### src/cpg_map.svh
// register map, field positions, reset values and timing figures of the cell protection block
`ifndef CPG_MAP_SVH
`define CPG_MAP_SVH

// ---------------------------------------------------------------
// register indices (byte address is four times the index)
// ---------------------------------------------------------------
`define CPG_IDX_PROT     10'h000
`define CPG_IDX_STAT     10'h001
`define CPG_IDX_VOLT     10'h00C
`define CPG_IDX_CUR      10'h00E
`define CPG_IDX_ACC      10'h010
`define CPG_IDX_BIAS     10'h033

// ---------------------------------------------------------------
// protection register fields
// ---------------------------------------------------------------
`define CPG_B_OV         7
`define CPG_B_UV         6
`define CPG_B_COC        5
`define CPG_B_DOC        4
`define CPG_B_CC         3
`define CPG_B_DC         2
`define CPG_B_CE         1
`define CPG_B_DE         0

// ---------------------------------------------------------------
// status register fields
// ---------------------------------------------------------------
`define CPG_B_SLEEP      0
`define CPG_B_RECOV      1
`define CPG_B_PDN        2
`define CPG_B_PUP        3

// ---------------------------------------------------------------
// reset values
// ---------------------------------------------------------------
`define CPG_BIAS_RST     8'h00
`define CPG_EN_RST       1'b1

// ---------------------------------------------------------------
// timing and scaling
// ---------------------------------------------------------------
`define CPG_CLK_MHZ      40
`define CPG_REFRESH_US   88000
`define CPG_AVG_N        128
`define CPG_AVG_SH       7
`define CPG_OVD_US       1000
`define CPG_UVD_US       100000
`define CPG_OCD_US       10000
`define CPG_SCD_US       100
`define CPG_ACC_MUL      4
`define CPG_GAIN_SH      7
`define CPG_VOLT_MAX     12'h3CD
`define CPG_CUR_MAX      12'h7FF
`define CPG_CUR_MIN      12'h800

`endif

### src/cpg_pkg.sv
// types and helper functions of the cell protection block
package cpg_pkg;

   // ---------------------------------------------------------------
   // types
   // ---------------------------------------------------------------
   typedef enum logic {MODE_SLEEP, MODE_ACTIVE} cpg_mode_e;

   typedef struct packed {
      logic        ov;
      logic        uv;
      logic        charge_overcurrent_flag;
      logic        discharge_overcurrent_flag;
   } cpg_cond_s;

   typedef struct packed {
      cpg_mode_e          mode;
      logic               ce;
      logic               de;
      cpg_cond_s          flag;
      cpg_cond_s          act;
      logic [23:0]        c_ov;
      logic [23:0]        c_uv;
      logic [23:0]        c_oc;
      logic [23:0]        c_od;
      logic [23:0]        c_sc;
      logic [15:0]        smp;
      logic [6:0]         avg_n;
      logic signed [18:0] sum;
      logic signed [11:0] cur;
      logic signed [31:0] acc;
      logic [11:0]        volt;
      logic [7:0]         bias;
      logic               cc;
      logic               dc;
      logic [31:0]        rdata;
   } cpg_state_s;

   // ---------------------------------------------------------------
   // helpers
   // ---------------------------------------------------------------
   // delay counter: restarts whenever the condition drops
   function automatic logic [23:0] cpg_qual(input logic [23:0] c,
                                            input logic        cond,
                                            input logic [23:0] lim);
      if (!cond) begin
         return 24'h000000;
      end
      return (c < lim) ? c + 24'h000001 : c;
   endfunction : cpg_qual

   function automatic logic signed [11:0] cpg_sat12(input logic signed [19:0] v);
      if (v > 20'sh007FF) begin
         return 12'sh7FF;
      end
      if (v < -20'sh00800) begin
         return -12'sh800;
      end
      return v[11:0];
   endfunction : cpg_sat12

endpackage : cpg_pkg

### src/cpg_top.sv
// cell protection, current and voltage measurement with apb register access
`timescale 1ns/1ps
`include "cpg_map.svh"

module cpg_top
   import cpg_pkg::*;
#(
   parameter logic [23:0] OVD_CYC = 24'(`CPG_OVD_US * `CPG_CLK_MHZ),
   parameter logic [23:0] UVD_CYC = 24'(`CPG_UVD_US * `CPG_CLK_MHZ),
   parameter logic [23:0] OCD_CYC = 24'(`CPG_OCD_US * `CPG_CLK_MHZ),
   parameter logic [23:0] SCD_CYC = 24'(`CPG_SCD_US * `CPG_CLK_MHZ),
   parameter logic [15:0] SMP_CYC = 16'((`CPG_REFRESH_US * `CPG_CLK_MHZ) / `CPG_AVG_N)
) (
   // clock and reset
   input  wire logic        clk_sys_i,
   input  wire logic        rst_n_i,
   // apb slave
   input  wire logic        psel,
   input  wire logic        penable,
   input  wire logic        pwrite,
   input  wire logic [11:0] paddr,
   input  wire logic [31:0] pwdata,
   output logic      [31:0] prdata,
   output logic             pready,
   output logic             pslverr,
   // analog comparators and wake switch
   input  wire logic        cell_over_ov_i,
   input  wire logic        cell_below_ce_i,
   input  wire logic        cell_below_uv_i,
   input  wire logic        sense_over_oc_i,
   input  wire logic        sense_under_oc_i,
   input  wire logic        short_over_i,
   input  wire logic        pack_above_supply_i,
   input  wire logic        pack_below_test_i,
   input  wire logic        supply_above_2v2_i,
   input  wire logic        supply_above_3v_i,
   input  wire logic        wake_switch_n_i,
   // converters and trim
   input  wire logic        ext_sense_i,
   input  wire logic [7:0]  cal_gain_i,
   input  wire logic [11:0] cur_sample_i,
   input  wire logic [11:0] volt_sample_i,
   output logic             conv_strobe_o,
   // fet control and pack terminal
   output logic             charge_control_out_o,
   output logic             discharge_control_out_o,
   output logic             pack_pulldown_o,
   output logic             pack_pullup_o,
   output logic             recovery_en_o,
   output logic             sleep_o
);

   // ---------------------------------------------------------------
   // state
   // ---------------------------------------------------------------
   cpg_state_s s_q;
   cpg_state_s s_d;

   logic        tick;
   logic        acc_phase;
   logic        wr;
   logic [9:0]  idx;
   logic        hit;
   logic [31:0] rd_mux;

   logic signed [20:0] gained;
   logic signed [19:0] comp;
   logic signed [11:0] corr;
   logic signed [18:0] sum_new;
   logic signed [11:0] avg;
   logic signed [32:0] acc_new;

   assign idx       = paddr[11:2];
   assign acc_phase = psel & penable;
   assign wr        = acc_phase & pwrite;
   assign hit       = (idx == `CPG_IDX_PROT) | (idx == `CPG_IDX_STAT) |
                      (idx == `CPG_IDX_VOLT) | (idx == `CPG_IDX_CUR)  |
                      (idx == `CPG_IDX_ACC)  | (idx == `CPG_IDX_BIAS);
   assign tick      = (s_q.mode == MODE_ACTIVE) && (s_q.smp == SMP_CYC - 16'h0001);

   // ---------------------------------------------------------------
   // measurement arithmetic
   // ---------------------------------------------------------------
   always_comb begin
      gained = $signed(cur_sample_i) * $signed({1'b0, cal_gain_i});
      if (ext_sense_i) begin
         comp = 20'(signed'(cur_sample_i));
      end else begin
         comp = 20'(gained >>> `CPG_GAIN_SH);
      end
      comp    = comp - 20'(signed'(s_q.bias));
      corr    = cpg_sat12(comp);
      sum_new = s_q.sum + 19'(corr);
      avg     = cpg_sat12(20'(sum_new >>> `CPG_AVG_SH));
      // fraction bits in the low half make each average a small step
      acc_new = 33'(s_q.acc) + 33'(avg) * 33'(`CPG_ACC_MUL);
   end

   // ---------------------------------------------------------------
   // read mux
   // ---------------------------------------------------------------
   always_comb begin
      rd_mux = 32'h00000000;
      unique case (idx)
         `CPG_IDX_PROT: begin
            rd_mux[`CPG_B_OV]  = s_q.flag.ov;
            rd_mux[`CPG_B_UV]  = s_q.flag.uv;
            rd_mux[`CPG_B_COC] = s_q.flag.charge_overcurrent_flag;
            rd_mux[`CPG_B_DOC] = s_q.flag.discharge_overcurrent_flag;
            rd_mux[`CPG_B_CC]  = s_q.cc;
            rd_mux[`CPG_B_DC]  = s_q.dc;
            rd_mux[`CPG_B_CE]  = s_q.ce;
            rd_mux[`CPG_B_DE]  = s_q.de;
         end
         `CPG_IDX_STAT: begin
            rd_mux[`CPG_B_SLEEP] = (s_q.mode == MODE_SLEEP);
            rd_mux[`CPG_B_RECOV] = ~supply_above_3v_i;
            rd_mux[`CPG_B_PDN]   = s_q.act.charge_overcurrent_flag;
            rd_mux[`CPG_B_PUP]   = s_q.act.discharge_overcurrent_flag;
         end
         `CPG_IDX_VOLT: rd_mux[11:0] = s_q.volt;
         `CPG_IDX_CUR:  rd_mux[11:0] = s_q.cur;
         `CPG_IDX_ACC:  rd_mux[15:0] = s_q.acc[31:16];
         `CPG_IDX_BIAS: rd_mux[7:0]  = s_q.bias;
         default:       rd_mux       = 32'h00000000;
      endcase
   end

   // ---------------------------------------------------------------
   // next state
   // ---------------------------------------------------------------
   always_comb begin
      s_d = s_q;

      // sample pacing and measurement run only while awake
      if (s_q.mode == MODE_ACTIVE) begin
         s_d.smp = tick ? 16'h0000 : s_q.smp + 16'h0001;
      end else begin
         s_d.smp = 16'h0000;
      end
      if (tick) begin
         if (volt_sample_i > `CPG_VOLT_MAX) begin
            s_d.volt = `CPG_VOLT_MAX;
         end else begin
            s_d.volt = volt_sample_i;
         end
         s_d.avg_n = s_q.avg_n + 7'h01;
         s_d.sum   = sum_new;
         if (s_q.avg_n == 7'h7F) begin
            s_d.sum = 19'sh00000;
            s_d.cur = avg;
            if (acc_new > 33'sh07FFFFFFF) begin
               s_d.acc = 32'sh7FFFFFFF;
            end else if (acc_new < -33'sh080000000) begin
               s_d.acc = -32'sh80000000;
            end else begin
               s_d.acc = acc_new[31:0];
            end
         end
      end

      // delay qualification, only while awake
      if (s_q.mode == MODE_ACTIVE) begin
         s_d.c_ov = cpg_qual(s_q.c_ov, cell_over_ov_i, OVD_CYC);
         s_d.c_uv = cpg_qual(s_q.c_uv, cell_below_uv_i, UVD_CYC);
         s_d.c_oc = cpg_qual(s_q.c_oc, sense_over_oc_i, OCD_CYC);
         s_d.c_od = cpg_qual(s_q.c_od, sense_under_oc_i, OCD_CYC);
         s_d.c_sc = cpg_qual(s_q.c_sc, short_over_i, SCD_CYC);
      end else begin
         s_d.c_ov = 24'h000000;
         s_d.c_uv = 24'h000000;
         s_d.c_oc = 24'h000000;
         s_d.c_od = 24'h000000;
         s_d.c_sc = 24'h000000;
      end

      // releases first, so a fresh trip in the same cycle still wins
      if (cell_below_ce_i) begin
         s_d.act.ov = 1'b0;
      end
      if (pack_above_supply_i && supply_above_2v2_i) begin
         s_d.act.uv = 1'b0;
      end
      if (pack_below_test_i) begin
         s_d.act.charge_overcurrent_flag = 1'b0;
      end
      if (!pack_below_test_i) begin
         s_d.act.discharge_overcurrent_flag = 1'b0;
      end

      // flags: host writes 0 to clear, 1 leaves them alone
      if (wr && idx == `CPG_IDX_PROT) begin
         s_d.flag.ov  = s_q.flag.ov  & pwdata[`CPG_B_OV];
         s_d.flag.uv  = s_q.flag.uv  & pwdata[`CPG_B_UV];
         s_d.flag.charge_overcurrent_flag = s_q.flag.charge_overcurrent_flag & pwdata[`CPG_B_COC];
         s_d.flag.discharge_overcurrent_flag = s_q.flag.discharge_overcurrent_flag & pwdata[`CPG_B_DOC];
         s_d.ce       = pwdata[`CPG_B_CE];
         s_d.de       = pwdata[`CPG_B_DE];
      end
      if (wr && idx == `CPG_IDX_ACC) begin
         s_d.acc = {pwdata[15:0], 16'h0000};
      end
      if (wr && idx == `CPG_IDX_BIAS) begin
         s_d.bias = pwdata[7:0];
      end

      // trips
      if (s_q.c_ov == OVD_CYC && cell_over_ov_i) begin
         s_d.act.ov  = 1'b1;
         s_d.flag.ov = 1'b1;
      end
      if (s_q.c_oc == OCD_CYC && sense_over_oc_i) begin
         s_d.act.charge_overcurrent_flag  = 1'b1;
         s_d.flag.charge_overcurrent_flag = 1'b1;
      end
      if (s_q.c_od == OCD_CYC && sense_under_oc_i) begin
         s_d.act.discharge_overcurrent_flag  = 1'b1;
         s_d.flag.discharge_overcurrent_flag = 1'b1;
      end
      if (s_q.c_sc == SCD_CYC && short_over_i) begin
         s_d.act.discharge_overcurrent_flag  = 1'b1;
         s_d.flag.discharge_overcurrent_flag = 1'b1;
      end

      // power mode
      unique case (s_q.mode)
         MODE_ACTIVE: begin
            if (s_q.c_uv == UVD_CYC && cell_below_uv_i) begin
               s_d.act.uv  = 1'b1;
               s_d.flag.uv = 1'b1;
               s_d.mode    = MODE_SLEEP;
            end
         end
         MODE_SLEEP: begin
            // a charger wakes only once the supply has cleared 2.2 V
            if (!wake_switch_n_i || (pack_above_supply_i && supply_above_2v2_i)) begin
               s_d.mode = MODE_ACTIVE;
               s_d.ce   = 1'b1;
               s_d.de   = 1'b1;
            end
         end
      endcase

      s_d.cc = s_d.act.ov | s_d.act.uv | s_d.act.charge_overcurrent_flag | ~s_d.ce |
               (s_d.mode == MODE_SLEEP);
      s_d.dc = s_d.act.uv | s_d.act.charge_overcurrent_flag | s_d.act.discharge_overcurrent_flag | ~s_d.de |
               (s_d.mode == MODE_SLEEP);

      // read data is captured in the setup cycle
      if (psel && !penable) begin
         s_d.rdata = rd_mux;
      end
   end

   // ---------------------------------------------------------------
   // registers
   // ---------------------------------------------------------------
   always_ff @(posedge clk_sys_i) begin
      if (!rst_n_i) begin
         s_q       <= '0;
         s_q.mode  <= MODE_SLEEP;
         s_q.ce    <= `CPG_EN_RST;
         s_q.de    <= `CPG_EN_RST;
         s_q.bias  <= `CPG_BIAS_RST;
         s_q.cc    <= 1'b1;
         s_q.dc    <= 1'b1;
      end else begin
         s_q <= s_d;
      end
   end

   // ---------------------------------------------------------------
   // outputs
   // ---------------------------------------------------------------
   assign prdata                  = s_q.rdata;
   assign pready                  = acc_phase;
   assign pslverr                 = acc_phase & ~hit;
   assign conv_strobe_o           = tick;
   assign charge_control_out_o    = s_q.cc;
   assign discharge_control_out_o = s_q.dc;
   assign pack_pulldown_o         = s_q.act.charge_overcurrent_flag;
   assign pack_pullup_o           = s_q.act.discharge_overcurrent_flag;
   assign recovery_en_o           = ~supply_above_3v_i;
   assign sleep_o                 = (s_q.mode == MODE_SLEEP);

endmodule : cpg_top

### config.mk
export PLATFORM = sky130hd
export DESIGN_NAME = cpg_top
export DESIGN_NICKNAME = d
export VERILOG_FILES = /design/src/cpg_pkg.sv /design/src/cpg_top.sv
export VERILOG_INCLUDE_DIRS = /design/src
export SDC_FILE = /design/constraint.sdc
export NUM_CORES = 1
export LEC_CHECK = 0
export ABC_AREA = 0
export BUFFER_PORTS_ARGS = -buffer_cell sky130_fd_sc_hd__buf_2
export CORE_ASPECT_RATIO = 1.1
export CORE_UTILIZATION = 57
export CTS_CLUSTER_DIAMETER = 150
export DETAILED_ROUTE_END_ITERATION = 7
export PLACE_DENSITY = 0.8
export SLEW_MARGIN = 30
export SYNTH_ARGS = -nofsm -noshare
export SYNTH_HDL_FRONTEND = slang
export SYNTH_SLANG_ARGS = --single-unit
### constraint.sdc
create_clock -name clk_sys_i -period 22.4 [get_ports clk_sys_i]
set_input_delay 1.12 -clock clk_sys_i [delete_from_list [all_inputs] [get_ports clk_sys_i]]
set_output_delay 1.12 -clock clk_sys_i [all_outputs]
set_load 0.01 [all_outputs]
==> impl_results.md, run 1 <==
* CTS Hold Buffers Added at 0
* Input/output buffers at between 90 and 100
* Number of instances in the placed design at ~2600
* Pre-CTS WS at just under 8000 ps
* Initial DRC Count at 972
* Warnings, synthesis at 0
* Slack of the critical path at 8130 ps
* Peak supply drop at ~110 uV
* CTS tree: yes
* RSZ-0062 raised after global routing: no
* Setup bufs post-CTS at 0
* Diode count at 0
* M1 wire length at around 18000 um
* Max_slew headroom at 32.0%
* Clock Sinks at between 200 and 300
* Final period util at around 64%
* Vias per std cell at 5.77
* DRC Markers at 0
* Fmax at approximately 70 MHz
* Total CTS buffers at 27
* Leak at 8.20 nW
* Starting Density at about three fifths
* Global-route wire length before repair at about 70000 um
* IO Pins at about 130
* EDFF count, synth at 0
* Slowest-stage cell, CP: a2111oi_1
* Post-CTS Resized at 0
* Top Metal Used: met4
* Routed vias at 15100
* WL/cell at ~16 um
* Max Slew Vio Count at 0
* Crit path max-delay family: compound AO/OA/AOI/OAI gates
* HP Class: register to register
* Primary flip-flop cell chosen by synthesis mapping: dfxtp_1
* NumNets Final at 2475
* Die Footprint at 31700 sq um
* Status: finished clean
* Post-Syn Area per Cell at ~8.2 sq um
* Initial antenna violation count at 0
* Crit-path max cell delay at roughly 890 ps
* CP Data Arrival Time at around 15000 ps
* Setup CP Type: input pin to register
* Drt total wl at about 42000 um
* Met2 WL at between 20000 and 25000 um
* Clock root cell: clkbuf_16
* Pwr/cell area at roughly 140 nW/um^2
* Worst-margin pin slew at between 1000 and 1500 ps
* Grt ovf at 0
* Vias in the first global route at ~15000
* Worst path bufs/invs at 6
* Core area at between 30000 and 40000 sq um
* Post-Syn Area at about 18000 sq um
* Initial DRT Pass Iterations at 5
* Clk_lat worst skew at between 500 and 600 ps
* GRT Total Usage at 26.5%
* Rows at 67
* Clock period minus worst slack at ~14000 ps
* Register area share after synthesis at 28.7%
* Final hold violations at 0
* Post-synthesis to final-layout area growth at 8.61%
* Max-Cap Viols at 0
* Largest net degree at the start of global routing at 49
* Clock Skew at about 10 ps
* WL met3 at between 2000 and 2500 um
* Startpoint types: input pin
* Post-Route Setup TNS at 0 ps
* Worst Setup End Kind: register
* Post-route insts no fill at between 2000 and 3000
* Gpl congestion at a little over 0.9
* Die width at about 170 um
* Post-route antenna net violation count at 0
* Crit Path Max Fanout at 25
* Layout cells sized above 1 at a little under a tenth
* Clk pin slew, worst setup/hold paths at 60 ps
* Die span in y at 187 um
* Synthesized instance count at between 2000 and 2500
* Seq cells post-synth at around 250
* Detailed Place HPWL at between 30000 and 40000 um
* H-Tree Depth at 1
* Final setup viols at 0
* Clk buf depth at 3
* Required @ worst endpoint at about 23000 ps
* Post-synth ARST share at 0%
* Synth unique cells at 79
[path summary, 6_finish.rpt]
kind,from,end,slack [ps],cells after the start
worst max-delay path,cal_gain_i[5],s_q[75],8130,51
worst min-delay path,s_q[163],s_q[163],450,1
worst max register to register,s_q[36],s_q[75],12560,35
worst min register to register,s_q[163],s_q[163],450,1
[worst register-to-register path, delay by kind of cell (launching register included)]
kind,cells,cell delay (ps)
buffers and inverters,3,420
XOR/XNOR,1,370
AO/OA/AOI/OAI,23,6600
flip-flops,1,350
adder cells (fa/ha/maj),4,1400
AND/OR/NAND/NOR,4,620
[final cells by class]
| type | count | area [sq um] |
|---|---|---|
| clock buffers | 38 | 767 |
| fillers | 2596 | 11300 |
| inverters | 180 | 676 |
| well taps | 414 | 518 |
| repair buffers | 112 | 593 |
| flip-flops and latches | 253 | 5060 |
| clock inverters | 9 | 103 |
| multi-input cells | 1614 | 11500 |
[per-stage QoR]
| step | instance area, sq um | power, mW | hold WS [ps] | util, % |
|---|---|---|---|---|
| after detailed placement | 18300 | 2.23 | 438 | 60.2 |
| after CTS | 19200 | 2.68 | 457 | 63.0 |
| final | 19200 | 2.69 | 453 | 63.0 |
| after floorplan | 17700 | 1.90 | 420 | - |
| after global routing | 19200 | 2.91 | 478 | 63.0 |
| after global placement | 18300 | 2.16 | 432 | 60.1 |
[cells in the final DEF (no fill, tap or decap), types with 13 or more instances in the layout]
| cell | instances |
|---|---|
| dfxtp_1 | 253 |
| o211ai_1 | 15 |
| xnor2_1 | 61 |
| o21ai_0 | 81 |
| nand2_1 | 198 |
| nor2_1 | 242 |
| a21o_1 | 40 |
| and3_1 | 44 |
| clkbuf_16 | 27 |
| nand3_1 | 64 |
| inv_1 | 179 |
| buf_4 | 13 |
| a211oi_1 | 21 |
| buf_2 | 99 |
| fa_1 | 80 |
| a22oi_1 | 17 |
| conb_1 | 16 |
| or3_1 | 23 |
| xor2_1 | 93 |
| ha_1 | 114 |
| a21oi_1 | 129 |
| nor3_1 | 28 |
| nor4_1 | 19 |
| mux2i_1 | 19 |
| a31oi_1 | 22 |
| and2_1 | 75 |
| nand4_1 | 30 |
[state kept, by name, summed over array words and instances (netlist names)]
name,cells
charge_control_out_o,1
s_q,233
pack_pulldown_o,1
prdata,16
discharge_control_out_o,1
pack_pullup_o,1
[power by group]
part / total (mW) / internal, mW / leakage, nW / switching [mW]
Combinational: 1.79 / 0.726 / 5.73 / 1.07
Clock: 0.441 / 0.260 / 0.433 / 0.181
Sequential: 0.454 / 0.452 / 2.04 / 0.00222
[routing by layer]
metal	up-vias	track usage [%]
met5	-	0
met4	0	10.2
met3	101	3.73
met2	413	45.1
met1	7239	33.7
li1	7369	-
[logic make-up (layout without fill, tap and decap cells)]
kind of cell / after synthesis / in the layout / synth area share, %
AO/OA/AOI/OAI: 410 / 410 / 15.2
multiplexers: 25 / 25 / 1.46
AND/OR/NAND/NOR: 797 / 797 / 21.8
other: 1 / 16 / 0.0212
adder cells (fa/ha/maj): 211 / 211 / 18.2
XOR/XNOR: 155 / 155 / 7.69
buffers and inverters: 290 / 339 / 6.94
flip-flops: 253 / 253 / 28.7
[cell usage after synthesis, drive strengths merged, types with 40 or more instances]
| cell | count | area (sq um) |
|---|---|---|
| nand2 | 199 | 749 |
| o21ai | 81 | 405 |
| ha | 114 | 1430 |
| inv | 180 | 676 |
| dfxtp | 253 | 5060 |
| fa | 80 | 1600 |
| a21oi | 129 | 646 |
| clkbuf | 72 | 270 |
| nor2 | 243 | 912 |
| and3 | 44 | 275 |
| xnor2 | 62 | 543 |
| a21o | 40 | 300 |
| nand3 | 64 | 320 |
| xor2 | 93 | 815 |
| and2 | 78 | 490 |
Note: power is estimated with default switching activity, not from simulation.
==> inputs of run 2 (changes only) <==
==> constraint.sdc (replaced) <==
create_clock -name clk_sys_i -period 13.7 [get_ports clk_sys_i]
set_input_delay 0.685 -clock clk_sys_i [delete_from_list [all_inputs] [get_ports clk_sys_i]]
set_output_delay 0.685 -clock clk_sys_i [all_outputs]
set_load 0.01 [all_outputs]
==> run 2 against run 1 <==
Combinational power rose by 66%. Sequential power increased by 64%. Critical endpoint is now s_q[70]. Global-route usage up 0.32 points. Cell count grew 0.23%. Cell area grew 0.75%. Critical path type unchanged. Utilization is 0.47 points higher. Hold slack lost 34 ps. Critical path depth up 2.
==> impl_results.md, run 2 (synthesized netlist as in run 1, its figures left out) <==
* Status: finished clean
* CTS Hold Buffers Added at 0
* Slack of the critical path at ~890 ps
* CP Data Arrival Time at roughly 13000 ps
* Post-route antenna net violation count at 0
* IO Pins at around 130
* Setup CP Type: input pin to register
* Crit Path Max Fanout at 12
* Die span in y at roughly 190 um
* Post-synthesis to final-layout area growth at 9.42%
* Share of power burned in registers at between 15 and 20%
* Final period util at 93.5%
* Post-CTS Resized at 0
* Gate power share at 65.8%
* Drt total wl at approximately 42000 um
* Setup bufs post-CTS at 0
* HP Class: input pin to register
* Crit-path max cell delay at ~560 ps
* GRT Total Usage at 26.8%
* Largest net degree at the start of global routing at just over 70
* Die width at about 170 um
* Required @ worst endpoint at 14130 ps
* Max-Cap Viols at 0
* Layout cells sized above 1 at a little under a tenth
* H-Tree Depth at 1
* Clk buf depth at 3
* Grt ovf at 0
* WL/cell at around 16 um
* Clock period minus worst slack at between 10000 and 15000 ps
* Most frequent cells in the layout: 253 x dfxtp_1, 242 x nor2_1, 198 x nand2_1
* Input/output buffers at approximately 100
* Reg2reg setup slack at ~4600 ps
* NumNets Final at 2480
* Initial DRC Count at approximately 960
* Pwr/cell area at about 230 nW/um^2
* Initial DRT Pass Iterations at 7
* Crit-path most repeated cell: a21o_1
* Clock Skew at roughly 9.8 ps
* Final setup viols at 0
* DRC Markers at 0
* Worst setup startpoint: cal_gain_i[5]
* Max reg flops at 233
* Sw Share at 45.6%
* Starting Density at 58.0%
* Vias per std cell at roughly 5.8
* Die Footprint at 31700 sq um
* Gpl congestion at ~0.91
* Clock root cell: clkbuf_16
* CTS tree: yes
* RSZ-0062 raised after global routing: no
* Diode count at 0
* NetSw at 2.06 mW
* Peak supply drop at 193 uV
* Most flops, register: s_q
* Most common cell after layout, fill and taps aside: dfxtp_1
* Clock Sinks at roughly 250
* Total CTS buffers at 27
* Worst Setup End Kind: register
* Max Slew Vio Count at 0
* Clk pwr share at between 10% and 20%
* Rows at 67
* Vias in the first global route at between 10000 and 15000
* Critical R2R Launch: s_q[36]
* Pre-CTS WS at 520 ps
* Slowest-stage cell, CP: fa_1
* Hold path start: pwdata[9]
* Initial antenna violation count at 0
* Global-route wire length before repair at around 70000 um
* Startpoint types: input pin
* Post-Route Setup TNS at 0 ps
* Leak at ~8.3 nW
* Detailed Place HPWL at between 30000 and 40000 um
* Total power at ~4.5 mW
* Pint at 2.46 mW
* Core area at about 30000 sq um
* Routed vias at between 15000 and 20000
* Fmax at between 70 and 80 MHz
* Clk pin slew, worst setup/hold paths at 60 ps
* Max_slew headroom at roughly 38%
* Final hold violations at 0
* Clk_lat worst skew at ~540 ps
* Worst-margin pin slew at 935 ps
run 2: changes by cell type in the layout (fill, tap and decap cells not counted), sizes merged:
cell,previous run,this run
buf,112,117
bufinv,2,5
clkinv,5,3
clkbuf,38,37
clkinvlp,0,1
run 2: per-layer routing:
metal  up-vias  wire length (um)  track usage, %
met4         0              1450            9.88
li1       7374                 -               -
met2       411             20300            46.3
met5         -                 0               0
met3       102              2420            3.99
met1      7218             17800            33.5
run 2: layout make-up:
| class | instances | area, sq um |
|---|---|---|
| clock buffer | 37 | 793 |
| clock inverter | 11 | 193 |
| fill | 2538 | 11100 |
| inverter | 180 | 676 |
| multi-input combinational | 1614 | 11400 |
| sequential | 253 | 5060 |
| tap | 414 | 518 |
| timing repair buffer | 117 | 631 |
run 2: power by group through the flow:
stage	logic, mW	clock network (mW)	registers (mW)
floorplan	2.35	0	0.758
global placement	2.83	0	0.759
detailed placement	2.92	0	0.759
CTS	2.94	0.812	0.743
global route	3.31	0.846	0.743
finish	2.97	0.802	0.743
run 2: through the flow:
step | util [%] | hold slack [ps] | instances | area [sq um]
floorplan | - | 420 | 2157 | 17700
global placement | 60.3 | 433 | 2578 | 18300
detailed placement | 60.3 | 438 | 2578 | 18300
CTS | 63.5 | 407 | 2626 | 19300
global route | 63.5 | 428 | 2626 | 19300
finish | 63.5 | 419 | 2626 | 19300
run 2: worst paths after layout:
check | to | cells past startpoint
max reg2reg | s_q[82] | 34
min | s_q[79] | 3
max | s_q[70] | 53
min reg2reg | s_q[51] | 2
run 2: critical path, delay by kind of cell:
kind | cells | cell delay, ps
AO/OA/AOI/OAI | 27 | 6000
adder cells (fa/ha/maj) | 8 | 3440
AND/OR/NAND/NOR | 7 | 1370
multiplexers | 1 | 290
XOR/XNOR | 2 | 280
buffers and inverters | 8 | 1180
==> inputs of run 3 (changes only) <==
--- a/config.mk
+++ b/config.mk
@@ -12,7 +12,7 @@
 export CORE_UTILIZATION = 57
 export CTS_CLUSTER_DIAMETER = 150
 export DETAILED_ROUTE_END_ITERATION = 7
-export PLACE_DENSITY = 0.8
+export PLACE_DENSITY_LB_ADDON = 0.2
 export SLEW_MARGIN = 30
 export SYNTH_ARGS = -nofsm -noshare
 export SYNTH_HDL_FRONTEND = slang
==> run 3 against run 2 <==
Die area did not move. Sequential cell count is the same. Register-to-register slack got worse by 100 ps. Power fell by 0.92%. Maximum frequency about the same. Routed wire length decreased by 0.28%.
==> impl_results.md, run 3 (synthesized netlist as in run 1, its figures left out) <==
* Status: finished clean
* Die Footprint at ~32000 sq um
* Clock period minus worst slack at roughly 13000 ps
* Crit Path Max Fanout at 14
* Vias in the first global route at roughly 14000
* Clock Skew at a little under 9 ps
* Most frequent cells in the layout: 253 x dfxtp_1, 242 x nor2_1, 198 x nand2_1
* Final hold violations at 0
* Hold path start: volt_sample_i[1]
* Final period util at 93.5%
* Rows at 67
* Post-synthesis to final-layout area growth at 9.24%
* Slowest-stage cell, CP: xnor2_2
* Peak supply drop at about 220 uV
* IO Pins at 134
* Largest net degree at the start of global routing at between 70 and 80
* Required @ worst endpoint at about 14000 ps
* Grt ovf at 0
* Gpl congestion at 0.912
* Max reg flops at 233
* Initial DRC Count at about 860
* Initial DRT Pass Iterations at 6
* Starting Density at 58.0%
* Layout cells sized above 1 at under 10%
* RSZ-0062 raised after global routing: no
* Worst-margin pin slew at roughly 910 ps
* Vias per std cell at 5.68
* HP Class: input pin to register
* Post-Route Setup TNS at 0 ps
* Max_slew headroom at 39.2%
* Leak at 8.25 nW
* WHS Endpoint: s_q[43]
* Reg2reg setup slack at ~4500 ps
* Startpoint types: input pin
* Critical R2R Launch: s_q[36]
* Reg-to-reg endpoint: s_q[84]
* Core area at between 30000 and 40000 sq um
* Input/output buffers at 99
* WL/cell at approximately 16 um
* NumNets Final at roughly 2500
* Setup bufs post-CTS at 0
* Global-route wire length before repair at roughly 70000 um
* Die width at approximately 170 um
* H-Tree Depth at 1
* Clock root cell: clkbuf_16
* Total CTS buffers at 27
* Diode count at 0
* Drt total wl at 41800 um
* Pwr/cell area at 232 nW/um^2
* Most common cell after layout, fill and taps aside: dfxtp_1
* Worst Setup End Kind: register
* Setup CP Type: input pin to register
* DRC Markers at 0
* Clk buf depth at 3
* Routed vias at 14900
* GRT Total Usage at roughly a quarter
* Detailed Place HPWL at slightly above 30000 um
* Initial antenna violation count at 0
* CP Data Arrival Time at about 13000 ps
* Clock Sinks at about 250
* Die span in y at roughly 190 um
* Max Slew Vio Count at 0
* Hold Path Stages at 3
* CTS tree: yes
* Clk_lat worst skew at approximately 540 ps
* Fmax at roughly 78 MHz
* # fillers at about 2700
* Post-route antenna net violation count at 0
* Clk pin slew, worst setup/hold paths at about 60 ps
* Final core occ at a little under two thirds
* Final setup viols at 0
* Length in cells of the worst reg-to-reg path at 35
* Crit-path max cell delay at 740 ps
* Max-Cap Viols at 0
* Most flops, register: s_q
-- run 3: power breakdown --
group / switching, mW / internal [mW] / leakage (nW)
sequential: 0.00377 / 0.739 / 2.04
combinational: 1.76 / 1.23 / 5.76
clock: 0.310 / 0.435 / 0.449
total: 2.07 / 2.40 / 8.25
-- run 3: worst max path at each step --
stage | startpoint | end | slack (ps)
after floorplan | cal_gain_i[5] | s_q[82] | 680
after global placement | cal_gain_i[5] | s_q[84] | 450
after detailed placement | cal_gain_i[5] | s_q[70] | 320
after CTS | cal_gain_i[5] | s_q[70] | 820
after global routing | cal_gain_i[5] | s_q[84] | 40
final | cal_gain_i[5] | s_q[84] | 890
-- run 3: through the flow --
stage,setup WS (ps),total power [mW],instances,area [sq um],hold slack [ps]
2_1_floorplan,680,3.11,2157,17700,420
3_3_place_gp,446,3.62,2578,18300,435
3_5_place_dp,324,3.70,2579,18400,440
4_1_cts,819,4.46,2629,19300,398
5_1_grt,35.3,4.85,2629,19300,416
6_report,888,4.47,2629,19300,414
-- run 3: worst max-delay path: cells and delay by family --
family                     cells  cell delay (ps)
and+or+nand+nor                9             1510
xor gates and xnor gates       2              860
muxes                          1              270
adders and majority gates      9             3540
AOI/OAI and AO/OA             24             5380
buffers and inverters          7              900
-- run 3: final cells by class --
| class | instances | area, sq um | area share [%] |
|---|---|---|---|
| flip-flops and latches | 253 | 5060 | 26.3 |
| inverters | 180 | 676 | 3.50 |
| clock buffers | 30 | 717 | 3.72 |
| repair buffers | 118 | 658 | 3.41 |
| well taps | 414 | 518 | 2.69 |
| clock inverters | 20 | 200 | 1.04 |
| multi-input cells | 1614 | 11500 | 59.4 |
-- run 3: what timing repair did --
| action | in CTS | in global routing |
|---|---|---|
| setup endpoints to repair | 0 | 5 |
| hold buffers | 0 | 0 |
| hold endpoints to repair | 0 | 0 |
| resized for setup | 0 | 2 |
-- run 3: layer usage --
metal	up-vias	track usage, %	wire length, um
li1	7379	-	-
met1	7145	34.3	18600
met2	330	45.0	19700
met3	76	3.48	2190
met4	0	9.08	1390
met5	-	0	0
